===== config.mk =====
export PLATFORM = sky130hd
export DESIGN_NAME = csr_config_select
export DESIGN_NICKNAME = d
export VERILOG_FILES = /design/src/rtl/csr_pkg.sv /design/src/rtl/csr_config_select.sv /design/src/rtl/csr_ref_switch.sv
export SDC_FILE = /design/constraint.sdc
export NUM_CORES = 1
export LEC_CHECK = 0
export BUFFER_PORTS_ARGS = -buffer_cell sky130_fd_sc_hd__buf_2
export CAP_MARGIN = 10
export CORE_UTILIZATION = 49
export DETAILED_ROUTE_END_ITERATION = 8
export GPL_TIMING_DRIVEN = 0
export PLACE_DENSITY_LB_ADDON = 0.08
export SLEW_MARGIN = 30
export SYNTH_ARGS = -nofsm -noshare
export SYNTH_HDL_FRONTEND = slang
export SYNTH_HIERARCHICAL = 1
export SYNTH_SLANG_ARGS = --single-unit

===== constraint.sdc =====
create_clock -name clk -period 9.1 [get_ports clk]
set_input_delay 0.455 -clock clk [delete_from_list [all_inputs] [get_ports clk]]
set_output_delay 0.455 -clock clk [all_outputs]
set_load 0.1 [all_outputs]

===== src/rtl/csr_pkg.sv =====
package csr_pkg;

  // ***************************************************************
  // Clock and timing
  // ***************************************************************
  localparam int unsigned CLK_HZ          = 10_000_000;
  localparam int unsigned HOLDOFF_MS      = 10;
  localparam int unsigned HOLDOFF_CYCLES  = (CLK_HZ / 1000) * HOLDOFF_MS;
  localparam int unsigned HOLDOFF_W       = 17;
  localparam int unsigned APPLY_MS        = 1;
  localparam int unsigned APPLY_CYCLES    = (CLK_HZ / 1000) * APPLY_MS;
  localparam int unsigned APPLY_W         = 14;
  localparam logic [1:0]  STRAP_SETTLE    = 2'h3;

  // ***************************************************************
  // Serial target
  // ***************************************************************
  localparam logic [6:0]  TARGET_ADDR     = 7'h6A;
  localparam logic [3:0]  BITS_PER_BYTE   = 4'h8;

  // ***************************************************************
  // Register map
  // ***************************************************************
  localparam logic [7:0]  REF_SRC_CTRL_OFS = 8'h13;
  localparam logic [7:0]  CFG_CMD_OFS      = 8'h14;
  localparam logic [7:0]  STATUS_OFS       = 8'h15;
  localparam logic [7:0]  REF_SRC_CTRL_RST = 8'h00;
  localparam logic [7:0]  UNMAPPED_VALUE   = 8'h00;

  // Reference source control fields
  localparam int unsigned PRIM_SRC_BIT    = 1;
  localparam int unsigned SM_HI_BIT       = 7;
  localparam int unsigned SM_LO_BIT       = 6;

  // Config command fields
  localparam int unsigned CMD_IDX_LO      = 0;
  localparam int unsigned CMD_DEFAULTS_BIT = 2;

  // Status fields
  localparam int unsigned ST_STRAP_BIT    = 0;
  localparam int unsigned ST_IDX_LO       = 1;
  localparam int unsigned ST_DEFAULTS_BIT = 3;
  localparam int unsigned ST_HOLDOFF_BIT  = 4;
  localparam int unsigned ST_DIFF_BIT     = 5;
  localparam int unsigned ST_APPLY_BIT    = 6;

  typedef enum logic [2:0] {
    CSR_IDLE,
    CSR_ADDR,
    CSR_ADDR_ACK,
    CSR_WR,
    CSR_WR_ACK,
    CSR_RD,
    CSR_RD_ACK
  } csr_ser_state_t;

endpackage


===== src/rtl/csr_config_select.sv =====
`timescale 1ns/100ps
module csr_config_select
  import csr_pkg::*;
#(
  parameter int unsigned HOLDOFF = HOLDOFF_CYCLES
)(
  input  wire logic       clk,
  input  wire logic       sys_rst,
  input  wire logic       strap_refout_pin_i,
  output logic            strap_refout_pin_o,
  output logic            strap_refout_pin_oe,
  input  wire logic       sel_hi_sda_pin_i,
  output logic            sel_hi_sda_pin_o,
  output logic            sel_hi_sda_pin_oe,
  input  wire logic       sel_lo_scl_pin_i,
  input  wire logic       input_select_pin,
  input  wire logic       crystal_or_single_input,
  input  wire logic       differential_ref_input,
  input  wire logic       serial_defaults_flag,
  output logic            cfg_load_q,
  output logic [1:0]      cfg_index_q,
  output logic            cfg_use_defaults_q,
  output logic            cfg_applying,
  output logic            pll_ref_clk,
  output logic            pll_ref_is_diff
);

  // ***************************************************************
  // Pin synchronisers
  // ***************************************************************
  logic [1:0] strap_sync_q;
  logic [1:0] pin8_sync_q;
  logic [1:0] pin9_sync_q;
  logic [1:0] insel_sync_q;

  always_ff @(posedge clk or posedge sys_rst) begin
    if (sys_rst) begin
      strap_sync_q <= 2'h0;
      pin8_sync_q  <= 2'h3;
      pin9_sync_q  <= 2'h3;
      insel_sync_q <= 2'h0;
    end else begin
      strap_sync_q <= {strap_sync_q[0], strap_refout_pin_i};
      pin8_sync_q  <= {pin8_sync_q[0], sel_hi_sda_pin_i};
      pin9_sync_q  <= {pin9_sync_q[0], sel_lo_scl_pin_i};
      insel_sync_q <= {insel_sync_q[0], input_select_pin};
    end
  end

  // ***************************************************************
  // Strap capture
  // ***************************************************************
  logic [1:0] strap_cnt_q;
  logic       strap_done_q;
  logic       strap_q;
  logic       init_load;

  // Waits for the synchroniser to fill, then latches exactly once
  always_ff @(posedge clk or posedge sys_rst) begin
    if (sys_rst) begin
      strap_cnt_q  <= 2'h0;
      strap_done_q <= 1'b0;
      strap_q      <= 1'b0;
    end else if (!strap_done_q) begin
      if (strap_cnt_q == STRAP_SETTLE) begin
        strap_q      <= strap_sync_q[1];
        strap_done_q <= 1'b1;
      end else begin
        strap_cnt_q <= strap_cnt_q + 2'h1;
      end
    end
  end

  assign init_load = (strap_cnt_q == STRAP_SETTLE) && !strap_done_q;

  // ***************************************************************
  // Serial target on the shared pins
  // ***************************************************************
  logic           ser_en;
  logic           scl_prev_q;
  logic           sda_prev_q;
  logic           scl_rise;
  logic           scl_fall;
  logic           start_det;
  logic           stop_det;
  csr_ser_state_t ser_q;
  logic [3:0]     bitcnt_q;
  logic [7:0]     shift_q;
  logic [7:0]     tx_q;
  logic [7:0]     ptr_q;
  logic           ptr_set_q;
  logic           rw_q;
  logic           nack_q;
  logic           wr_q;
  logic [7:0]     wr_addr_q;
  logic [7:0]     wr_data_q;
  logic [7:0]     reg_ctrl_q;
  logic [7:0]     status;
  logic [7:0]     rd_next;

  // Serial access is blocked until the strap is known and low
  assign ser_en    = strap_done_q && !strap_q;
  assign scl_rise  = pin9_sync_q[1] && !scl_prev_q;
  assign scl_fall  = !pin9_sync_q[1] && scl_prev_q;
  assign start_det = pin9_sync_q[1] && scl_prev_q && sda_prev_q && !pin8_sync_q[1];
  assign stop_det  = pin9_sync_q[1] && scl_prev_q && !sda_prev_q && pin8_sync_q[1];

  // Read data for a register pointer
  function automatic logic [7:0] read_reg(input logic [7:0] ofs,
                                          input logic [7:0] ctrl,
                                          input logic [7:0] stat);
    logic [7:0] val;
    val = UNMAPPED_VALUE;
    if (ofs == REF_SRC_CTRL_OFS) begin
      val = ctrl;
    end else if (ofs == STATUS_OFS) begin
      val = stat;
    end
    return val;
  endfunction

  // Byte sent next when the pointer is read; a select on a call is not legal
  assign rd_next = read_reg(ptr_q, reg_ctrl_q, status);

  always_ff @(posedge clk or posedge sys_rst) begin
    if (sys_rst) begin
      scl_prev_q <= 1'b1;
      sda_prev_q <= 1'b1;
    end else begin
      scl_prev_q <= pin9_sync_q[1];
      sda_prev_q <= pin8_sync_q[1];
    end
  end

  // Byte engine: sample on SCL rise, drive on SCL fall
  always_ff @(posedge clk or posedge sys_rst) begin
    if (sys_rst) begin
      ser_q             <= CSR_IDLE;
      bitcnt_q          <= 4'h0;
      shift_q           <= 8'h00;
      tx_q              <= 8'h00;
      ptr_q             <= 8'h00;
      ptr_set_q         <= 1'b0;
      rw_q              <= 1'b0;
      nack_q            <= 1'b0;
      wr_q              <= 1'b0;
      wr_addr_q         <= 8'h00;
      wr_data_q         <= 8'h00;
      sel_hi_sda_pin_oe <= 1'b0;
    end else begin
      wr_q <= 1'b0;
      if (!ser_en || stop_det) begin
        ser_q             <= CSR_IDLE;
        sel_hi_sda_pin_oe <= 1'b0;
      end else if (start_det) begin
        ser_q             <= CSR_ADDR;
        bitcnt_q          <= 4'h0;
        ptr_set_q         <= 1'b0;
        sel_hi_sda_pin_oe <= 1'b0;
      end else if (scl_rise) begin
        if (ser_q == CSR_ADDR || ser_q == CSR_WR || ser_q == CSR_RD) begin
          shift_q  <= {shift_q[6:0], pin8_sync_q[1]};
          bitcnt_q <= bitcnt_q + 4'h1;
        end
        if (ser_q == CSR_RD_ACK) begin
          nack_q <= pin8_sync_q[1];
        end
      end else if (scl_fall) begin
        unique case (ser_q)
          CSR_IDLE: begin
          end
          CSR_ADDR: begin
            if (bitcnt_q == BITS_PER_BYTE) begin
              if (shift_q[7:1] == TARGET_ADDR) begin
                rw_q              <= shift_q[0];
                ser_q             <= CSR_ADDR_ACK;
                sel_hi_sda_pin_oe <= 1'b1;
              end else begin
                ser_q <= CSR_IDLE;
              end
            end
          end
          CSR_ADDR_ACK, CSR_WR_ACK: begin
            bitcnt_q <= 4'h0;
            if (rw_q) begin
              tx_q              <= rd_next;
              sel_hi_sda_pin_oe <= !rd_next[7];
              ptr_q             <= ptr_q + 8'h01;
              ser_q             <= CSR_RD;
            end else begin
              sel_hi_sda_pin_oe <= 1'b0;
              ser_q             <= CSR_WR;
            end
          end
          CSR_WR: begin
            if (bitcnt_q == BITS_PER_BYTE) begin
              sel_hi_sda_pin_oe <= 1'b1;
              ser_q             <= CSR_WR_ACK;
              if (!ptr_set_q) begin
                ptr_q     <= shift_q;
                ptr_set_q <= 1'b1;
              end else begin
                wr_q      <= 1'b1;
                wr_addr_q <= ptr_q;
                wr_data_q <= shift_q;
                ptr_q     <= ptr_q + 8'h01;
              end
            end
          end
          CSR_RD: begin
            if (bitcnt_q == BITS_PER_BYTE) begin
              sel_hi_sda_pin_oe <= 1'b0;
              ser_q             <= CSR_RD_ACK;
            end else begin
              tx_q              <= {tx_q[6:0], 1'b0};
              sel_hi_sda_pin_oe <= !tx_q[6];
            end
          end
          CSR_RD_ACK: begin
            if (nack_q) begin
              ser_q <= CSR_IDLE;
            end else begin
              bitcnt_q          <= 4'h0;
              tx_q              <= rd_next;
              sel_hi_sda_pin_oe <= !rd_next[7];
              ptr_q             <= ptr_q + 8'h01;
              ser_q             <= CSR_RD;
            end
          end
        endcase
      end
    end
  end

  // Open drain: only ever pulls low
  assign sel_hi_sda_pin_o = 1'b0;

  // ***************************************************************
  // Register file
  // ***************************************************************
  always_ff @(posedge clk or posedge sys_rst) begin
    if (sys_rst) begin
      reg_ctrl_q <= REF_SRC_CTRL_RST;
    end else if (wr_q && wr_addr_q == REF_SRC_CTRL_OFS) begin
      reg_ctrl_q <= wr_data_q;
    end
  end

  // ***************************************************************
  // Configuration loading
  // ***************************************************************
  logic [HOLDOFF_W-1:0] holdoff_q;
  logic                 holdoff_done;
  logic [1:0]           sel_now;
  logic [1:0]           sel_prev_q;
  logic                 hw_change;
  logic                 cmd_load;
  logic [APPLY_W-1:0]   apply_q;

  // Counts from reset release; saturates at the hold-off figure
  always_ff @(posedge clk or posedge sys_rst) begin
    if (sys_rst) begin
      holdoff_q <= '0;
    end else if (!holdoff_done) begin
      holdoff_q <= holdoff_q + 1'b1;
    end
  end

  assign holdoff_done = (holdoff_q >= HOLDOFF[HOLDOFF_W-1:0]);
  assign sel_now      = {pin8_sync_q[1], pin9_sync_q[1]};
  // Host must move one pin at a time, else a middle code may load
  assign hw_change    = strap_done_q && strap_q && !serial_defaults_flag &&
                        holdoff_done && (sel_now != sel_prev_q);
  assign cmd_load     = wr_q && (wr_addr_q == CFG_CMD_OFS);

  always_ff @(posedge clk or posedge sys_rst) begin
    if (sys_rst) begin
      sel_prev_q <= 2'h0;
    end else begin
      sel_prev_q <= sel_now;
    end
  end

  always_ff @(posedge clk or posedge sys_rst) begin
    if (sys_rst) begin
      cfg_load_q         <= 1'b0;
      cfg_index_q        <= 2'h0;
      cfg_use_defaults_q <= 1'b0;
    end else begin
      cfg_load_q <= init_load || hw_change || cmd_load;
      if (init_load) begin
        if (strap_sync_q[1]) begin
          cfg_index_q        <= sel_now;
          cfg_use_defaults_q <= 1'b0;
        end else begin
          cfg_index_q        <= 2'h0;
          cfg_use_defaults_q <= serial_defaults_flag;
        end
      end else if (hw_change) begin
        cfg_index_q        <= sel_now;
        cfg_use_defaults_q <= 1'b0;
      end else if (cmd_load) begin
        cfg_index_q        <= wr_data_q[CMD_IDX_LO +: 2];
        cfg_use_defaults_q <= wr_data_q[CMD_DEFAULTS_BIT];
      end
    end
  end

  // Apply window, closes about 17 cycles inside the host's quiet time
  always_ff @(posedge clk or posedge sys_rst) begin
    if (sys_rst) begin
      apply_q <= '0;
    end else if (cfg_load_q) begin
      apply_q <= APPLY_W'(APPLY_CYCLES - 1);
    end else if (apply_q != '0) begin
      apply_q <= apply_q - 1'b1;
    end
  end

  assign cfg_applying = (apply_q != '0);

  // ***************************************************************
  // Reference selection
  // ***************************************************************
  logic want_diff_q;
  logic refout_q;

  // Outside manual mode the last choice is held
  always_ff @(posedge clk or posedge sys_rst) begin
    if (sys_rst) begin
      want_diff_q <= 1'b0;
    end else if (!reg_ctrl_q[SM_HI_BIT]) begin
      want_diff_q <= reg_ctrl_q[PRIM_SRC_BIT] ^ insel_sync_q[1];
    end
  end

  csr_ref_switch u_switch (
    .clk           (clk),
    .sys_rst       (sys_rst),
    .ref_xtal      (crystal_or_single_input),
    .ref_diff      (differential_ref_input),
    .want_diff     (want_diff_q),
    .ref_out_q     (refout_q),
    .active_diff_q (pll_ref_is_diff)
  );

  assign pll_ref_clk = refout_q;

  // Strap pin turns into the reference output once latched
  assign strap_refout_pin_oe = strap_done_q;
  assign strap_refout_pin_o  = strap_done_q && refout_q;

  // ***************************************************************
  // Status
  // ***************************************************************
  always_comb begin
    status                       = 8'h00;
    status[ST_STRAP_BIT]         = strap_q;
    status[ST_IDX_LO +: 2]       = cfg_index_q;
    status[ST_DEFAULTS_BIT]      = cfg_use_defaults_q;
    status[ST_HOLDOFF_BIT]       = holdoff_done;
    status[ST_DIFF_BIT]          = pll_ref_is_diff;
    status[ST_APPLY_BIT]         = cfg_applying;
  end

endmodule


===== src/rtl/csr_ref_switch.sv =====
`timescale 1ns/100ps
module csr_ref_switch
  import csr_pkg::*;
(
  input  wire logic clk,
  input  wire logic sys_rst,
  input  wire logic ref_xtal,
  input  wire logic ref_diff,
  input  wire logic want_diff,
  output logic      ref_out_q,
  output logic      active_diff_q
);

  logic [1:0] xtal_sync_q;
  logic [1:0] diff_sync_q;
  logic       gate_q;
  logic       cur_level;
  logic       new_level;

  // ***************************************************************
  // Input sampling
  // ***************************************************************
  // Both references are foreign to clk, two stages each
  always_ff @(posedge clk or posedge sys_rst) begin
    if (sys_rst) begin
      xtal_sync_q <= 2'h0;
      diff_sync_q <= 2'h0;
    end else begin
      xtal_sync_q <= {xtal_sync_q[0], ref_xtal};
      diff_sync_q <= {diff_sync_q[0], ref_diff};
    end
  end

  assign cur_level = active_diff_q ? diff_sync_q[1] : xtal_sync_q[1];
  assign new_level = active_diff_q ? xtal_sync_q[1] : diff_sync_q[1];

  // ***************************************************************
  // Break-before-make switch
  // ***************************************************************
  // Gate closes only while the old source is low; on a completed change it
  // reopens only while the new one is low, so no runt pulse reaches the output;
  // a request withdrawn while the gate is closed reopens it at once, whatever
  // the old source's level, so a cut-short high can then reach the output;
  // the price is a few missing periods during the change
  always_ff @(posedge clk or posedge sys_rst) begin
    if (sys_rst) begin
      gate_q        <= 1'b1;
      active_diff_q <= 1'b0;
    end else if (want_diff != active_diff_q) begin
      if (gate_q && !cur_level) begin
        gate_q <= 1'b0;
      end else if (!gate_q && !new_level) begin
        active_diff_q <= want_diff;
        gate_q        <= 1'b1;
      end
    end else begin
      gate_q <= 1'b1;
    end
  end

  // Registered output keeps the edge free of mux hazards
  always_ff @(posedge clk or posedge sys_rst) begin
    if (sys_rst) begin
      ref_out_q <= 1'b0;
    end else begin
      ref_out_q <= gate_q && cur_level;
    end
  end

endmodule


==> results of run 1 <==
[state kept, by name, indices dropped and copies added (netlist names), 2 cells and up]
signal and flops:
reg_ctrl_q 8, shift_q 8, pin9_sync_q 2, pin8_sync_q 2, apply_q 14, sel_prev_q 2
u_switch/xtal_sync_q 2, u_switch/diff_sync_q 2, holdoff_q 17, cfg_index_q 2, ser_q 3, strap_cnt_q 2
insel_sync_q 2, bitcnt_q 4, wr_addr_q 8, strap_sync_q 2, tx_q 7, ptr_q 8
wr_data_q 8
[worst paths after layout]
path / startpoint / end / slack, ps
max: apply_q[4]$_DFFE_PP0P_ / cfg_applying / 6380
min: sel_lo_scl_pin_i / pin9_sync_q[0]$_DFF_PP1_ / 140
max reg2reg: scl_prev_q$_DFF_PP1_ / ptr_q[4]$_DFFE_PP0P_ / 6470
min reg2reg: strap_sync_q[0]$_DFF_PP0_ / strap_sync_q[1]$_DFF_PP0_ / 340
max in group asynchronous: sys_rst / pin9_sync_q[1]$_DFF_PP1_ / 7860
min in group asynchronous: sys_rst / apply_q[9]$_DFFE_PP0P_ / 560
[where the power goes]
part           switching [W]  leakage [nW]  internal, W  total (W)
clock network       0.000226         0.296     0.000458   0.000684
logic              0.0000457          1.13    0.0000136  0.0000593
registers         0.00000862          1.52     0.000536   0.000544
total               0.000280          2.94      0.00101    0.00129
[layout make-up]
class | count | share of cell area, %
timing repair buffer | 20 | 1.95
inverter | 23 | 1.43
clock inverter | 8 | 1.83
tap | 140 | 2.67
sequential | 118 | 45.2
clock buffer | 24 | 7.51
buffer | 19 | 1.30
multi-input combinational | 364 | 38.1
[kinds of logic (layout without fill, tap and decap cells)]
logic type	after synthesis	after routing	share of synthesized area [%]
simple gates	180	180	17.0
flops	118	118	52.7
compound gates	97	97	11.2
mux	43	43	8.53
buf+inv	42	94	3.05
xor+xnor	31	31	4.83
fa+ha+maj	12	12	2.67
other cells	1	1	0.0667
[layer usage]
metal  track usage, %  up-vias  share of wire (%)
met5                0        -                  0
met4             7.53        0                1.3
met3             6.52       15                3.5
met2             32.2       61                 46
met1             29.8     2022                 49
li1                 -     1941                  -
[stage by stage]
step	cell area [µm²]	hold slack (ps)	std cells	power (W)
final	6550	140	716	0.00129
after global routing	6550	122	716	0.00133
after CTS	6540	120	716	0.00130
after detailed placement	5920	336	683	0.000613
after global placement	5890	333	682	0.000610
after floorplan	5620	258	524	0.000596
[cell usage in the layout, fill, tap and decap left out, types with 17 or more instances in the layout]
master | synthesis | final
buf_2 | 2 | 20
clkbuf_1 | 14 | 17
clkbuf_16 | 0 | 17
dfrtp_1 | 111 | 111
inv_1 | 23 | 22
mux2_2 | 35 | 35
nand2_1 | 42 | 42
nand3_1 | 22 | 22
nor2_1 | 33 | 33
nor3_1 | 18 | 18
o21ai_0 | 36 | 36
xor2_1 | 17 | 17
==> results_dict.tcl, run 1 <==
set metrics [dict create \
    grt_overflow_total 0 \
    grt_use_total_pct 21.6 \
    num_io_pins 20 \
    post-dp-hpwl_mm 7.85 \
    nets 584 \
    synth_ff_type "dfrtp_1" \
    numCtsBuffers 17 \
    avgSynthCellArea_um2 10.7 \
    ys_ff_latch 118 \
    cts_sinks 118 \
    yosysWarningCount 6 \
    r2r_cells 9 \
    hold_path.class "input pin to flop" \
    slew_viol_final 0 \
    critPathCaptureType "primary output" \
    die_area_um2 11900 \
    finalHoldViolations 0 \
    fin_crit_ps 2720 \
    path_depth 6 \
    maxCapViolations 0 \
    cts_tree "built" \
    rsz0062_at_grt "false" \
    antenna_found_initial 0 \
    post-route-util_pct 59.4 \
    hold_depth 1 \
    die_h_um 109 \
    num_rows 38 \
    path_buf_inv 3 \
    synthDistinctLibCells 70 \
    synth_top_cell_area_share_pct 49.4 \
    ir_drop_uv 155 \
    clockBufferDepth 2 \
    place_ws_ps 6480 \
    diodes 0 \
    seq_area_um2 2960 \
    die_w_um 109 \
    status "complete, no violations" \
    n_fill_cell 930 \
    max_freq_mhz 367 \
    crit_path_max_incr_delay_ps 460 \
    netlist_area_um2 5620 \
    setup_slack_ps 6380 \
    path_max_fanout 8 \
    start_util_pct 51.0 \
    fin_skew_ps 4.24 \
    drc_errors 0 \
    synth_seq_area_share_pct 52.7 \
    setup-violations-final 0 \
    crit_slowest_cell "or3_1" \
    slew_headroom_pct 38.9 \
    h-tree-depth 4 \
    cp_cell_sequence "or3_1 > or3_1 > buf_2 > nor2_4 > inv_1 > buf_2" \
    critical_path_arrival_ps 2270 \
    routabilityCongestion 0.817 \
    drive_gt1_share_pct 19.3 \
    multi_input_area_um2 2490 \
    cts_hold_buf 1 \
    yosysMostFrequentCell "dfrtp_1" \
    cpLargestDelayFamily "simple AND/OR/NAND/NOR gates" \
    yosys.area.top_type "dfrtp_1" \
    post-cts-setup-buffers 0 \
    io_buffer_count 18 \
    cp-start-kind "flop" \
    insertion_delay_ps 410 \
    vias_per_cell 5.64 \
    synth.top_cells.by_count "dfrtp_1, nand2_1, o21ai_0, mux2_2, nor2_1" \
    tns_ps 0 \
    clkSlewWorstSetupHoldPaths_ps 50 \
    fin_crit_sh_pct 29.9 \
    wl_per_cell_um 16.1 \
    grt_pass1_wl_mm 19.2 \
    p_per_area_nw_per_um2 197 \
    num_vias 4039 \
    synthArstFlopShare_pct 100 \
    required_ps 8650 \
    p_leak_nw 2.94 \
    detail-route-antenna-nets 0 \
    core_area_um2 11000 \
    syn_nets 545 \
    area_growth_pct 16.5 \
    yosys-top-cells-area "dfrtp_1, mux2_2, dfstp_2" \
    criticalPathCategory "flop to primary output" \
    worst_slew_pin_slew_ps 915 \
    root_buffer "clkbuf_16" \
    dr.pass1.iters 5 \
    grt_max_degree 82 \
    synth_edf_count 0 \
    wirelength_mm 11.5 \
    ctsResizeCount 0 \
    syn_inst 524 \
    dr.first_iter.drc_count 284 \
    grt_pass1_vias 3856 \
]
Power figures use the tool's default switching activity.
==> inputs of run 2 (changes only) <==
==> constraint.sdc (replaced) <==
create_clock -name clk -period 2.7 [get_ports clk]
set_input_delay 0.135 -clock clk [delete_from_list [all_inputs] [get_ports clk]]
set_output_delay 0.135 -clock clk [all_outputs]
set_load 0.1 [all_outputs]
==> results_dict.tcl, run 2 (synthesized netlist as in run 1, its figures left out) <==
set metrics [dict create \
    status "complete, no violations" \
    hold_depth 3 \
    insertion_delay_ps 410 \
    grt_use_total_pct 21.8 \
    core_area_um2 11000 \
    detail-route-antenna-nets 0 \
    dr.pass1.iters 4 \
    numCtsBuffers 17 \
    clkSlewWorstSetupHoldPaths_ps 60 \
    cp-start-kind "flop" \
    layout_common_cells "dfrtp_1, nand2_1, o21ai_0" \
    grt_max_degree 26 \
    rr_endpoint "wr_data_q[2]$_DFFE_PP0P_" \
    routabilityCongestion 0.831 \
    area_growth_pct 18.5 \
    h-tree-depth 4 \
    hold_path_end "cfg_use_defaults_q$_DFFE_PP0P_" \
    slew_headroom_pct 39.4 \
    dr.first_iter.drc_count 278 \
    hold_path.class "input pin to flop" \
    finalHoldViolations 0 \
    io_buffer_count 18 \
    setup-violations-final 0 \
    final_common_cell "dfrtp_1" \
    root_buffer "clkbuf_16" \
    worst_slew_pin_slew_ps 901 \
    slew_viol_final 0 \
    max_freq_mhz 385 \
    p_per_area_nw_per_um2 640 \
    grt_pass1_vias 4002 \
    clockBufferDepth 2 \
    cts_sinks 118 \
    drive_gt1_share_pct 19.7 \
    vias_per_cell 5.55 \
    r2r_cells 8 \
    grt_overflow_total 0 \
    diodes 0 \
    fin_skew_ps 10.5 \
    ir_drop_uv 883 \
    drc_errors 0 \
    cts_tree "built" \
    p_leak_nw 2.98 \
    num_rows 38 \
    fin_crit_ps 2600 \
    grt_pass1_wl_mm 19.7 \
    largestRegisters "holdoff_q (17), apply_q (14)" \
    path_max_fanout 10 \
    critPathCaptureType "flop" \
    wl_per_cell_um 16.1 \
    fin_crit_sh_pct 96.2 \
    maxCapViolations 0 \
    nets 593 \
    final_area_um2 6660 \
    top_register "holdoff_q" \
    num_io_pins 20 \
    placedInstanceArea_um2 5990 \
    post-dp-hpwl_mm 8.11 \
    largest_reg_flops 17 \
    criticalPathCategory "flop to flop" \
    critical_path_arrival_ps 2890 \
    n_fill_cell 906 \
    p_total_w 0.00426 \
    antenna_found_initial 0 \
    die_area_um2 11900 \
    tns_ps 0 \
    required_ps 2990 \
    reg2reg_setup_slack_ps 100 \
    min-delay-start "serial_defaults_flag" \
    start_util_pct 51.0 \
    die_h_um 109 \
    num_vias 4027 \
    wirelength_mm 11.7 \
    die_w_um 109 \
    worstReg2RegStart "scl_prev_q$_DFF_PP1_" \
]
## run 2: cell count changes in the layout (fill, tap and decap cells not counted), sizes merged
cell / before / now
dlygate4sd3: 1 / 7
clkinv: 3 / 6
clkinvlp: 2 / 3
clkbuf: 38 / 35
inv: 23 / 22
buf: 24 / 27
## run 2: stage by stage
stage	utilization (%)	setup WS [ps]	hold WS [ps]	instances
3_5_place_dp	54.3	79.5	99.8	686
5_1_grt	60.4	-25.9	178	725
6_report	60.4	102	182	725
2_1_floorplan	-	371	-62.3	524
3_3_place_gp	53.4	90.1	90.3	682
4_1_cts	60.2	59.6	156	725
## run 2: layout make-up
cell class / instances / area [µm²] / share of cell area [%]
Inverter: 23 / 90.1 / 1.35
Timing Repair Buffer: 29 / 263 / 3.94
Tap cell: 140 / 175 / 2.63
Multi-Input combinational cell: 364 / 2510 / 37.7
Sequential cell: 118 / 2960 / 44.5
Clock inverter: 11 / 135 / 2.03
Clock buffer: 21 / 440 / 6.61
Buffer: 19 / 85.1 / 1.28
## run 2: layer usage
layer | wire [µm] | vias to the layer above | share of wire [%] | global-route usage [%]
met5 | 0 | - | 0 | 0
met4 | 99 | 0 | 0.85 | 7.34
met3 | 342 | 11 | 2.9 | 5.32
met2 | 5490 | 54 | 47 | 34.5
met1 | 5760 | 1997 | 49 | 29.2
li1 | - | 1965 | - | -
## run 2: repair_timing
item,CTS,global route
hold endpoints to repair,37,0
endpoints found under the setup margin,0,16
hold buffers,7,0
gates resized for setup,0,4
buffers inserted,0,0
## run 2: power breakdown
| group | internal (W) | switching, W |
|---|---|---|
| Combinational | 0.0000630 | 0.000160 |
| Sequential | 0.00180 | 0.0000295 |
| Clock | 0.00144 | 0.000768 |
| Total | 0.00331 | 0.000957 |
## run 2: how the worst max path moves through the flow
stage                                to  slack, ps                           from  cells after the start
5_1_grt        wr_data_q[4]$_DFFE_PP0P_        -30           scl_prev_q$_DFF_PP1_                      8
2_1_floorplan  wr_data_q[0]$_DFFE_PP0P_        370  strap_refout_pin_oe$_DFF_PP0_                      5
6_report       wr_data_q[2]$_DFFE_PP0P_        100           scl_prev_q$_DFF_PP1_                      8
3_3_place_gp       ptr_q[4]$_DFFE_PP0P_         90           scl_prev_q$_DFF_PP1_                      9
4_1_cts            ptr_q[3]$_DFFE_PP0P_         60           scl_prev_q$_DFF_PP1_                      9
3_5_place_dp       ptr_q[3]$_DFFE_PP0P_         80           scl_prev_q$_DFF_PP1_                      9
## run 2: critical path, stage by stage, from the launching register on
cell and delay (ps):
dfstp_2 540, inv_1 40, ha_1 160, clkbuf_1 190
nand2b_1 310, nor3_2 340, nand3_2 300, buf_2 300
mux2_2 290
